`src/rtl/fadc_consts.vh`:
```
// Constants for the flash converter control block
`ifndef FADC_CONSTS_VH
`define FADC_CONSTS_VH

// ****************************************
// Widths and field positions
// ****************************************
`define FADC_DATA_W 8
`define FADC_CODE_W 9
`define FADC_COMP_N 256
`define FADC_OVF_BIT 8

// ****************************************
// Reset values
// ****************************************
`define FADC_DATA_RST 8'h00
`define FADC_OVF_RST 1'b0
`define FADC_CODE_RST 9'h000

// ****************************************
// Timing
// ****************************************
`define FADC_CLK_PERIOD_NS 100
`define FADC_SAMPLE_MAX_NS 500
// Longest time: round down, never below one cycle
`define FADC_SAMPLE_MAX_CYC \
  (((`FADC_SAMPLE_MAX_NS / `FADC_CLK_PERIOD_NS) < 1) ? 1 : \
  (`FADC_SAMPLE_MAX_NS / `FADC_CLK_PERIOD_NS))
`define FADC_CNT_W 8

`endif

```
`src/rtl/fadc_ctrl.v`:
```
// Flash converter phase control, conversion pipeline and output port
//
// Behaviour
// - Phase select low: sample during clock low
// - Phase select low: balance during clock high
// - Phase select level picks sample and balance levels
// - Output enable low floats data and flag
// - Both high: float data, drive flag
// - Result appears after next same-polarity edge
`timescale 1ns/1ps
`include "fadc_consts.vh"

module fadc_ctrl #(
  parameter DATA_W = `FADC_DATA_W,
  parameter CODE_W = `FADC_CODE_W,
  parameter COMP_N = `FADC_COMP_N,
  parameter CNT_W = `FADC_CNT_W
) (
  // System
  input wire clock,
  input wire rst_n,
  input wire clock_en,
  // Converter clock and phase select
  input wire conv_clk,
  input wire phase_sel,
  // Comparator array states
  input wire [COMP_N-1:0] comp_therm,
  // Output enables
  input wire low_bits_float_ctrl,
  input wire output_enable_n,
  // Data pins, bit 0 is sample_bit_lsb, top bit sample_bit_msb
  output reg [DATA_W-1:0] sample_bits,
  output wire [DATA_W-1:0] sample_bits_oe,
  // Overflow pin
  output reg range_exceed_flag,
  output wire range_exceed_flag_oe,
  // Status
  output wire sample_phase,
  output wire balance_phase,
  output reg result_strobe,
  output reg result_suspect,
  output reg sample_overtime
);

  // ****************************************
  // Phase selection
  // ****************************************
  // The select complements the clock as it enters; sample level follows it
  wire sample_active;

  assign sample_active = ~(conv_clk ^ phase_sel);
  assign sample_phase = sample_active;
  assign balance_phase = ~sample_active;

  reg prev_sample;
  wire end_sample;
  wire end_balance;

  // Ending a sample latches comparators; ending a balance moves them on
  assign end_sample = prev_sample & ~sample_active;
  assign end_balance = ~prev_sample & sample_active;

  always @(posedge clock or negedge rst_n) begin
    if (!rst_n) begin
      prev_sample <= 1'b0;
    end else if (clock_en) begin
      prev_sample <= sample_active;
    end
  end

  // ****************************************
  // Sample length watch
  // ****************************************
  // Capacitors droop in a long sample; results from one are marked
  // Limit taken as an integer, then cut to the counter width on purpose
  localparam integer SAMPLE_MAX_I = `FADC_SAMPLE_MAX_CYC;
  localparam [CNT_W-1:0] SAMPLE_MAX = SAMPLE_MAX_I[CNT_W-1:0];

  reg [CNT_W-1:0] sample_cnt;
  reg sample_long;
  wire [CNT_W-1:0] next_sample_cnt;

  // Saturate so an endless sample cannot wrap back under the limit
  function [CNT_W-1:0] sat_inc;
    input [CNT_W-1:0] val;
    begin
      if (val == {CNT_W{1'b1}}) begin
        sat_inc = val;
      end else begin
        sat_inc = val + {{(CNT_W-1){1'b0}}, 1'b1};
      end
    end
  endfunction

  assign next_sample_cnt = sat_inc(sample_cnt);

  always @(posedge clock or negedge rst_n) begin
    if (!rst_n) begin
      sample_cnt <= {CNT_W{1'b0}};
      sample_long <= 1'b0;
      sample_overtime <= 1'b0;
    end else if (clock_en) begin
      sample_overtime <= 1'b0;
      if (sample_active) begin
        sample_cnt <= next_sample_cnt;
        if (next_sample_cnt > SAMPLE_MAX) begin
          if (!sample_long) begin
            sample_overtime <= 1'b1;
          end
          sample_long <= 1'b1;
        end
      end else begin
        sample_cnt <= {CNT_W{1'b0}};
        if (end_sample) begin
          sample_long <= 1'b0;
        end
      end
    end
  end

  // ****************************************
  // First latch row
  // ****************************************
  reg [COMP_N-1:0] stage1;
  reg stage1_valid;
  reg stage1_suspect;

  always @(posedge clock or negedge rst_n) begin
    if (!rst_n) begin
      stage1 <= {COMP_N{1'b0}};
      stage1_valid <= 1'b0;
      stage1_suspect <= 1'b0;
    end else if (clock_en && end_sample) begin
      stage1 <= comp_therm;
      stage1_valid <= 1'b1;
      stage1_suspect <= sample_long;
    end
  end

  // ****************************************
  // Second latch row
  // ****************************************
  // Held over the balance phase to give the comparators settling time
  reg [COMP_N-1:0] stage2;
  reg stage2_valid;
  reg stage2_suspect;

  always @(posedge clock or negedge rst_n) begin
    if (!rst_n) begin
      stage2 <= {COMP_N{1'b0}};
      stage2_valid <= 1'b0;
      stage2_suspect <= 1'b0;
    end else if (clock_en && end_balance) begin
      stage2 <= stage1;
      stage2_valid <= stage1_valid;
      stage2_suspect <= stage1_suspect;
    end
  end

  // ****************************************
  // Decoder
  // ****************************************
  wire [CODE_W-1:0] dec_code;

  fadc_therm_decode #(
    .COMP_N(COMP_N),
    .CODE_W(CODE_W)
  ) u_decode (
    .therm(stage2),
    .code(dec_code)
  );

  // ****************************************
  // Output register
  // ****************************************
  // Loaded on the next sample end, one same-polarity edge after capture
  wire load_result;

  assign load_result = end_sample & stage2_valid;

  always @(posedge clock or negedge rst_n) begin
    if (!rst_n) begin
      sample_bits <= `FADC_DATA_RST;
      range_exceed_flag <= `FADC_OVF_RST;
      result_strobe <= 1'b0;
      result_suspect <= 1'b0;
    end else if (clock_en) begin
      result_strobe <= 1'b0;
      if (load_result) begin
        sample_bits <= dec_code[DATA_W-1:0];
        range_exceed_flag <= dec_code[`FADC_OVF_BIT];
        result_strobe <= 1'b1;
        result_suspect <= stage2_suspect;
      end
    end
  end

  // ****************************************
  // Three-state enables
  // ****************************************
  // Enables act at once, independent of the conversion clock
  // Returns data drive then flag drive; the active-low enable wins over all
  function [1:0] pin_drive;
    input float_ctrl;
    input enable_n;
    begin
      case ({float_ctrl, enable_n})
        2'b01: begin
          pin_drive = 2'b11;
        end
        2'b11: begin
          pin_drive = 2'b01;
        end
        default: begin
          pin_drive = 2'b00;
        end
      endcase
    end
  endfunction

  wire [1:0] drive;

  assign drive = pin_drive(low_bits_float_ctrl, output_enable_n);
  assign sample_bits_oe = {DATA_W{drive[1]}};
  assign range_exceed_flag_oe = drive[0];

endmodule

```
`src/rtl/fadc_therm_decode.v`:
```
// Comparator thermometer to binary code plus overflow decoder
`timescale 1ns/1ps

module fadc_therm_decode #(
  parameter COMP_N = 256,
  parameter CODE_W = 9
) (
  // Comparator states, bit i high when input exceeds tap i
  input wire [COMP_N-1:0] therm,
  // Binary count of tripped comparators
  output wire [CODE_W-1:0] code
);

  // ****************************************
  // Ones count
  // ****************************************
  // A count tolerates thermometer bubbles better than a priority search
  function [CODE_W-1:0] count_ones;
    input [COMP_N-1:0] vec;
    integer i;
    begin
      count_ones = {CODE_W{1'b0}};
      for (i = 0; i < COMP_N; i = i + 1) begin
        count_ones = count_ones + {{(CODE_W-1){1'b0}}, vec[i]};
      end
    end
  endfunction

  assign code = count_ones(therm);

endmodule

```
`config.mk`:
```
export PLATFORM = sky130hd
export DESIGN_NAME = fadc_ctrl
export DESIGN_NICKNAME = d
export VERILOG_FILES = /design/src/rtl/fadc_ctrl.v /design/src/rtl/fadc_therm_decode.v
export VERILOG_INCLUDE_DIRS = /design/src /design/src/rtl
export SDC_FILE = /design/constraint.sdc
export NUM_CORES = 1
export LEC_CHECK = 0
export BUFFER_PORTS_ARGS = -buffer_cell sky130_fd_sc_hd__buf_2
export CAP_MARGIN = 20
export CORE_MARGIN = 5
export CORE_UTILIZATION = 35
export DETAILED_ROUTE_END_ITERATION = 7
export PLACE_DENSITY = 0.52
export SKIP_CTS_REPAIR_TIMING = 1
export SLEW_MARGIN = 25
export SYNTH_ARGS = -nofsm -noshare
export SYNTH_HDL_FRONTEND = slang
export SYNTH_SLANG_ARGS = --single-unit
```
`constraint.sdc`:
```
create_clock -name clock -period 13.3 [get_ports clock]
set_clock_uncertainty 0.15 [all_clocks]
set_input_delay 0.665 -clock clock [delete_from_list [all_inputs] [get_ports clock]]
set_output_delay 0.665 -clock clock [all_outputs]
set_load 0.05 [all_outputs]
```
==> results.cfg, run 1 <==
[status]
status = finished, violations left
failed_checks = hold timing

[sta]
fin_crit_sh = 0.617
min_period_ns = 8.21
whs_ns = -0.0471
hold_violations = 26
drv_slew = 0
setup_viol = 0
worst_pin_slew_ns = 1.06
fin_tns_setup_ns = 0
max_freq_mhz = 122
rsz0062_at_grt = false
slew_headroom = 0.291

[final_layout]
drive_gt1_frac = 0.192
fin_area_um2 = 31400
nets = 3357
area_growth_pct = 16.5
fillers = 7495

[setup_path]
reg2reg_slack_ns = 5.09
setup.worst_path.start_class = flip-flop
critical_path_class = reg2reg
cp_max_fo = 3
end_kind = flip-flop
cp.required_ns = 13.63
cp_data_arrival_time_ns = 8.54

[synthesis]
ys_types = 49
ys_ff_latch = 538
synth-edff-count = 0
synthTopCellsByArea = dfrtp_1 (50%), fa_1 (18%), nand2_1 (13%)
synthArstFlopShare = 1.00
synthMuxAreaShare = 0.0572
synthCells = 2558
synth_simple_gate_area_frac = 0.134
synth_xor_area_frac = 0.00158
synth_top_area_share = 0.500
synth_compound_area_frac = 0.0362
synth_top_family_by_area = adder cells
synth_area_um2 = 26900
synthFlopType = dfrtp_1
ys.warnings.count = 0
synthAdderAreaFrac = 0.199
syn_area_per_cell_um2 = 10.5
syn_nets = 3104
synth_top_area_cell = dfrtp_1
yosysSeqAreaShare = 0.500

[grt]
grt_pass1_vias = 19200
grt_pass1_wl_mm = 111
gr-total-overflow = 0
antenna_found_initial = 26
gr-usage-all-layers = 0.171
grt_max_degree = 199

[floorplanning]
die_w_um = 287
die_h_um = 287
dieArea_um2 = 82600
floorplan.initialDensity = 0.354
num_io_pins = 286
fp-row-count = 101
coreArea_um2 = 76200

[place]
io_buffers = 285
place_area_um2 = 29300
post-dp-hpwl_mm = 51.7
finalWeightedCongestion = 0.833

[worst_hold_path]
hold_path_class = in2async

[routing]
routedWlPerCell_um = 17.9
avgViaCountPerCell = 4.47
via_count = 17400
drtAntennaViolNets = 0
wl_mm = 69.7
first_pass_iters = 5
drc = 0
drt_iter0_markers = 769

[clock_network]
clockBufferDepth = 3
numCtsBuffers = 61
clock_sinks = 538
clock_latency_ns = 0.63
clockRootBuffer = clkbuf_16
h-tree-depth = 2
cts_tree = built
clkTransAtPathRegs_ns = 0.06

[flow_run]
maxCapViolations = 0
flip-flops by register name, indices dropped and copies added, names as in the netlist, 8 cells and up:
| register | cells |
|---|---|
| stage2 | 256 |
| sample_bits | 8 |
| sample_cnt | 8 |
| stage1 | 256 |
kinds of logic after synthesis:
kind of cell,Yosys count
AO/OA/AOI/OAI,177
multiplexers,137
flip-flops,538
AND/OR/NAND/NOR,943
XOR/XNOR,4
adder cells (fa/ha/maj),283
buffers and inverters,476
worst max-delay path, stage by stage (launching register included):
cell      delay [ns]
dfrtp_1         0.40
fa_1            0.55
inv_1           0.05
fa_1            0.54
inv_1           0.07
fa_1            0.48
fa_1            0.50
inv_1           0.06
fa_1            0.48
fa_1            0.51
inv_1           0.06
fa_1            0.48
inv_1           0.05
fa_1            0.46
fa_1            0.51
fa_1            0.52
fa_1            0.53
fa_1            0.22
inv_1           0.06
fa_1            0.43
a211oi_1        0.28
nor2_1          0.12
o221a_2         0.26
nor4_1          0.18
nor3_1          0.08
layout make-up:
| type | count | area, µm² | share of cell area |
|---|---|---|---|
| Clock inverter | 31 | 367 | 0.0117 |
| Antenna cell | 4 | 10.0 | 0.000319 |
| Tap cell | 1030 | 1290 | 0.0410 |
| Inverter | 366 | 1370 | 0.0438 |
| Multi-Input combinational cell | 1544 | 11500 | 0.368 |
| Sequential cell | 538 | 13500 | 0.429 |
| Timing Repair Buffer | 300 | 1610 | 0.0511 |
| Clock buffer | 81 | 1740 | 0.0555 |
per-layer routing:
layer | part of all wire | vias up | global-route usage
li1 | - | 8236 | -
met1 | 0.44 | 8704 | 0.233
met2 | 0.48 | 335 | 0.286
met3 | 0.055 | 117 | 0.0370
met4 | 0.018 | 14 | 0.0339
met5 | 0.0012 | - | 0
through the flow:
| stage | utilization | setup WS, ns | cells |
|---|---|---|---|
| floorplan | - | 5.48 | 2558 |
| global placement | 0.384 | 5.23 | 3777 |
| detailed placement | 0.384 | 5.11 | 3778 |
| CTS | 0.412 | 5.08 | 3890 |
| global route | 0.412 | 4.82 | 3891 |
| finish | 0.412 | 5.09 | 3894 |
synthesized netlist by cell type, types with 3 or more instances:
library cell	number
clkbuf_1	49
nand2_1	908
mux2_1	5
a21oi_1	9
o21ai_0	131
o21ai_1	6
a31oi_1	4
inv_1	365
nor2_1	5
mux2_2	131
nor3_1	5
buf_6	12
a211oi_1	3
dfrtp_1	538
nand3_1	8
buf_2	41
ha_1	41
fa_1	242
o21a_1	4
buf_4	7
o31ai_1	6
worst paths after layout:
check	start	endpoint	depth (start not counted)
max	stage2[120]$_DFFE_PN0P_	range_exceed_flag$_DFFE_PN0P_	24
min	rst_n	sample_cnt[0]$_DFFE_PN0P_	1
max reg2reg	stage2[120]$_DFFE_PN0P_	range_exceed_flag$_DFFE_PN0P_	24
min reg2reg	stage1_valid$_DFFE_PN0P_	stage1_valid$_DFFE_PN0P_	1
max in group asynchronous	rst_n	stage1[77]$_DFFE_PN0P_	3
min in group clock	comp_therm[38]	stage1[38]$_DFFE_PN0P_	3
cells in the final DEF, fill, tap and decap left out, types with 3 or more instances in the layout:
cell and instances:
dfrtp_1 538, ha_1 41, clkbuf_8 14, buf_2 284, diode_2 4, nand2_1 908
o21a_1 4, nand3_1 7, mux2_1 5, nor2_1 5, clkinvlp_4 4, bufinv_16 7
o31ai_1 6, o21ai_1 6, clkbuf_1 6, a31oi_1 4, clkbuf_16 61, o21ai_0 131
clkinv_2 16, buf_4 9, nor3_1 5, mux2_2 131, a211oi_1 3, fa_1 242
a21oi_1 9, inv_1 365, buf_6 3
Power of run 1 is not shown: default switching activity piles up to over one toggle a cycle in this logic, so the estimate is an artifact.
==> run 2, diff against run 1 <==
PLACE_DENSITY = 0.54   (was 0.52)
clock period = 7.4 ns   (was 13.3 ns; I/O delays follow)
==> run 2 against run 1 <==
Global-route usage is 0.18 points lower. Sequential share of layout area is 3.7 points lower. Die area stayed put. Critical path depth stayed put. Design area is 9.5% higher. The run ends with setup timing left. Wire length is 2.1% higher. Flip-flop and latch count stayed put. Non-clock buffer count is 297 higher.
==> results.cfg, run 2 (synthesis gave the netlist of run 1 again) <==
[flow_run]
maxCapViolations = 0

[status]
status = finished, violations left
failed_checks = setup timing

[setup_path]
reg2reg_to = range_exceed_flag$_DFFE_PN0P_
end_kind = flip-flop
reg2reg_slack_ns = -0.46
cp_slowest_cell = fa_1
r2r-start = stage2[64]$_DFFE_PN0P_
setup.worst_path.start_class = flip-flop
cp_top_family = adder cells
rr_worst_depth = 24
critical_path_class = reg2reg
cp_common_cell = fa_1
cp_num_buf_inv = 6
max_stage_delay_ns = 0.56
cp_max_fo = 3
cp.required_ns = 7.74
crit_path_cell_trace = fa_1 > inv_1 > fa_1 > inv_1 > fa_2 > inv_1 > fa_1 > inv_1 > fa_1 > inv_1 > fa_2 > fa_1 > fa_2 > fa_1 > fa_2 > fa_1 > fa_2 > inv_2 > fa_2 > a211oi_2 > nor2_2 > o221a_2 > nor4_2 > nor3_1
cp_data_arrival_time_ns = 8.20

[grt]
grt_max_degree = 228
grt_pass1_vias = 19300
gr-total-overflow = 0
grt_pass1_wl_mm = 110
gr-usage-all-layers = 0.169
antenna_found_initial = 13

[worst_hold_path]
hold_path_class = in2reg
hold_depth = 2
hold_end = sample_cnt[4]$_DFFE_PN0P_
hp-start = clock_en

[place]
finalWeightedCongestion = 0.822
post-dp-hpwl_mm = 51.6
dpl.cell_count = 3811
io_buffers = 285
place_ws_ns = -0.542

[sta]
worst_pin_slew_ns = 1.10
hold_violations = 0
slew_headroom = 0.266
worst_slack_ns = -0.459
fin_tns_setup_ns = -2.39
min_period_ns = 7.86
drv_slew = 0
setup_viol = 8
rsz0062_at_grt = true
fin_crit_sh = 1.06
max_freq_mhz = 127

[final_layout]
final_cell_mix = nand2_1 (908), dfrtp_1 (538), inv_1 (354)
nets = 3654
multi_input_area_um2 = 11700
fin_cells = 4191
drive_gt1_frac = 0.197
fillers = 7169
seq_area_um2 = 13500
area_growth_pct = 27.6
final_common_cell = nand2_1
largest_registers = stage1 (256), stage2 (256)

[floorplanning]
coreArea_um2 = 76200
fp-row-count = 101
dieArea_um2 = 82600
floorplan.initialDensity = 0.354
die_w_um = 287
num_io_pins = 286
die_h_um = 287

[routing]
routedWlPerCell_um = 17.0
drtAntennaViolNets = 0
drc = 0
via_count = 18400
avgViaCountPerCell = 4.40
first_pass_iters = 5
wl_mm = 71.2
drt_iter0_markers = 813

[clock_network]
numCtsBuffers = 61
h-tree-depth = 2
clock_sinks = 538
clockRootBuffer = clkbuf_16
clockBufferDepth = 3
clock_latency_ns = 0.62
cts_tree = built
clkTransAtPathRegs_ns = 0.06
==> run 2: per-stage QoR <==
stage               utilization  cell area, µm²  hold slack (ns)
floorplan                     -           27000          -0.0756
global placement          0.388           29600            0.295
detailed placement        0.388           29600            0.304
CTS                       0.415           31600           -0.314
global route              0.451           34400           0.0309
finish                    0.451           34400           0.0302
==> run 2: worst max path at each step <==
stage	from	end	slack, ns	cells past startpoint
after floorplan	stage2[60]$_DFFE_PN0P_	range_exceed_flag$_DFFE_PN0P_	-0.15	24
after global placement	stage2[156]$_DFFE_PN0P_	sample_bits[7]$_DFFE_PN0P_	-0.51	25
after detailed placement	stage2[192]$_DFFE_PN0P_	sample_bits[7]$_DFFE_PN0P_	-0.54	23
after CTS	stage2[120]$_DFFE_PN0P_	range_exceed_flag$_DFFE_PN0P_	-0.57	24
after global routing	stage2[178]$_DFFE_PN0P_	range_exceed_flag$_DFFE_PN0P_	-0.73	22
final	stage2[64]$_DFFE_PN0P_	range_exceed_flag$_DFFE_PN0P_	-0.46	24
==> run 2: final cells by class <==
class | count | share of cell area
flip-flops and latches | 538 | 0.392
multi-input cells | 1544 | 0.340
repair buffers | 597 | 0.131
clock buffers | 92 | 0.0534
inverters | 366 | 0.0400
well taps | 1030 | 0.0375
clock inverters | 17 | 0.00601
diodes | 7 | 0.000510
==> run 2: per-layer routing <==
metal	vias up	global-route usage	part of all wire
met5	-	0	0.00052
met4	6	0.0422	0.022
met3	98	0.0348	0.042
met2	316	0.282	0.49
met1	9173	0.228	0.44
li1	8829	-	-
Power of run 2 is left out for the same reason.
==> run 3, diff against run 2 <==
CAP_MARGIN = not set   (was 20)
MAX_ROUTING_LAYER = met4   (was not set)
==> run 3 against run 2 <==
The run still ends with setup timing left. Setup slack gained 0.0060 ns. Sequential share of layout area shrank 0.18 points. Non-clock buffer count down 4. Critical path depth fell by 2. Hold slack better by 0.025 ns. Count of clock-buffer cells in the layout is the same. Die area is the same. Wire length grew 1.3%. Final cell count grew 0.12%. Largest cell class unchanged.
==> results.cfg, run 3 (synthesis gave the netlist of run 1 again) <==
[status]
status = finished, violations left
failed_checks = setup timing

[grt]
grt_pass1_wl_mm = 111
grt_pass1_vias = 19400
gr-total-overflow = 0
antenna_found_initial = 11
grt_max_degree = 221
gr-usage-all-layers = 0.177

[final_layout]
final_common_cell = nand2_1
fillers = 7208
drive_gt1_frac = 0.198
post-route-util = 0.453
largest_registers = stage1 (256), stage2 (256)
area_growth_pct = 28.1
nets = 3655
final_cell_mix = nand2_1 (908), dfrtp_1 (538), inv_1 (348)

[clock_network]
h-tree-depth = 3
clock_sinks = 538
clock_latency_ns = 0.61
numCtsBuffers = 66
clockRootBuffer = clkbuf_16
cts_tree = built
clkTransAtPathRegs_ns = 0.06
clockBufferDepth = 3

[floorplanning]
num_io_pins = 286
coreArea_um2 = 76200
die_h_um = 287
dieArea_um2 = 82600
die_w_um = 287
floorplan.initialDensity = 0.354
fp-row-count = 101

[sta]
fin_tns_setup_ns = -2.35
max_freq_mhz = 127
drv_slew = 0
slew_headroom = 0.270
worst_slack_ns = -0.453
min_period_ns = 7.85
hold_violations = 0
worst_pin_slew_ns = 1.10
setup_viol = 8
fin_crit_sh = 1.06
rsz0062_at_grt = true
whs_ns = 0.0552

[setup_path]
cp-startpoint = stage2[192]$_DFFE_PN0P_
cp_data_arrival_time_ns = 8.18
critical_path_class = reg2reg
cp_max_fo = 3
reg2reg_slack_ns = -0.45
r2r-start = stage2[192]$_DFFE_PN0P_
setup.worst_path.start_class = flip-flop
cp.required_ns = 7.73
end_kind = flip-flop

[routing]
avgViaCountPerCell = 4.43
routedWlPerCell_um = 17.2
drc = 0
first_pass_iters = 5
drtAntennaViolNets = 0
via_count = 18600
drt_iter0_markers = 833
wl_mm = 72.1

[flow_run]
maxCapViolations = 0

[place]
post-dp-hpwl_mm = 51.4
finalWeightedCongestion = 0.827
io_buffers = 285

[worst_hold_path]
hold_path_class = in2reg
hp-start = clock_en
[run 3: metrics by stage]
step,cell area [µm²],setup WS [ns],instances
detailed placement,29500,-0.590,3809
global route,34500,-0.707,4194
finish,34500,-0.453,4196
global placement,29500,-0.537,3809
CTS,31800,-0.604,3924
floorplan,27000,-0.150,2558
[run 3: path summary, 6_finish.rpt]
path,endpoint,cells past startpoint
setup / recovery,range_exceed_flag$_DFFE_PN0P_,22
hold / removal,sample_cnt[2]$_DFFE_PN0P_,2
setup reg to reg,range_exceed_flag$_DFFE_PN0P_,22
hold reg to reg,stage1[92]$_DFFE_PN0P_,2
max in group asynchronous,stage2[238]$_DFFE_PN0P_,3
min in group asynchronous,sample_cnt[4]$_DFFE_PN0P_,2
[run 3: layout make-up]
class	instances	area, µm²	share of cell area
sequential	538	13500	0.390
multi-input combinational	1544	11700	0.338
timing repair buffer	593	4510	0.131
clock buffer	92	1890	0.0548
inverter	366	1370	0.0398
tap	1030	1290	0.0373
clock inverter	23	319	0.00924
antenna	10	25.0	0.000725
[run 3: worst max-delay path, stage by stage (launching register included)]
cell and delay, ns:
dfrtp_1 0.40, fa_1 0.54, inv_1 0.05, fa_1 0.49, inv_1 0.07, fa_2 0.56
inv_1 0.05, fa_1 0.46, fa_2 0.60, fa_1 0.44, fa_1 0.53, fa_1 0.45
fa_1 0.56, fa_2 0.46, fa_1 0.51, fa_2 0.23, inv_2 0.04, fa_2 0.34
a211oi_2 0.25, nor2_2 0.09, o221a_2 0.25, nor4_2 0.12, nor3_1 0.08
[run 3: routing by layer]
metal  wire [µm]  part of all wire  track usage
met4        1430             0.020       0.0355
met5           0                 0            -
met3        2760             0.038       0.0356
met1       31900              0.44        0.232
met2       36000              0.50        0.291
Power of run 3 is left out for the same reason.
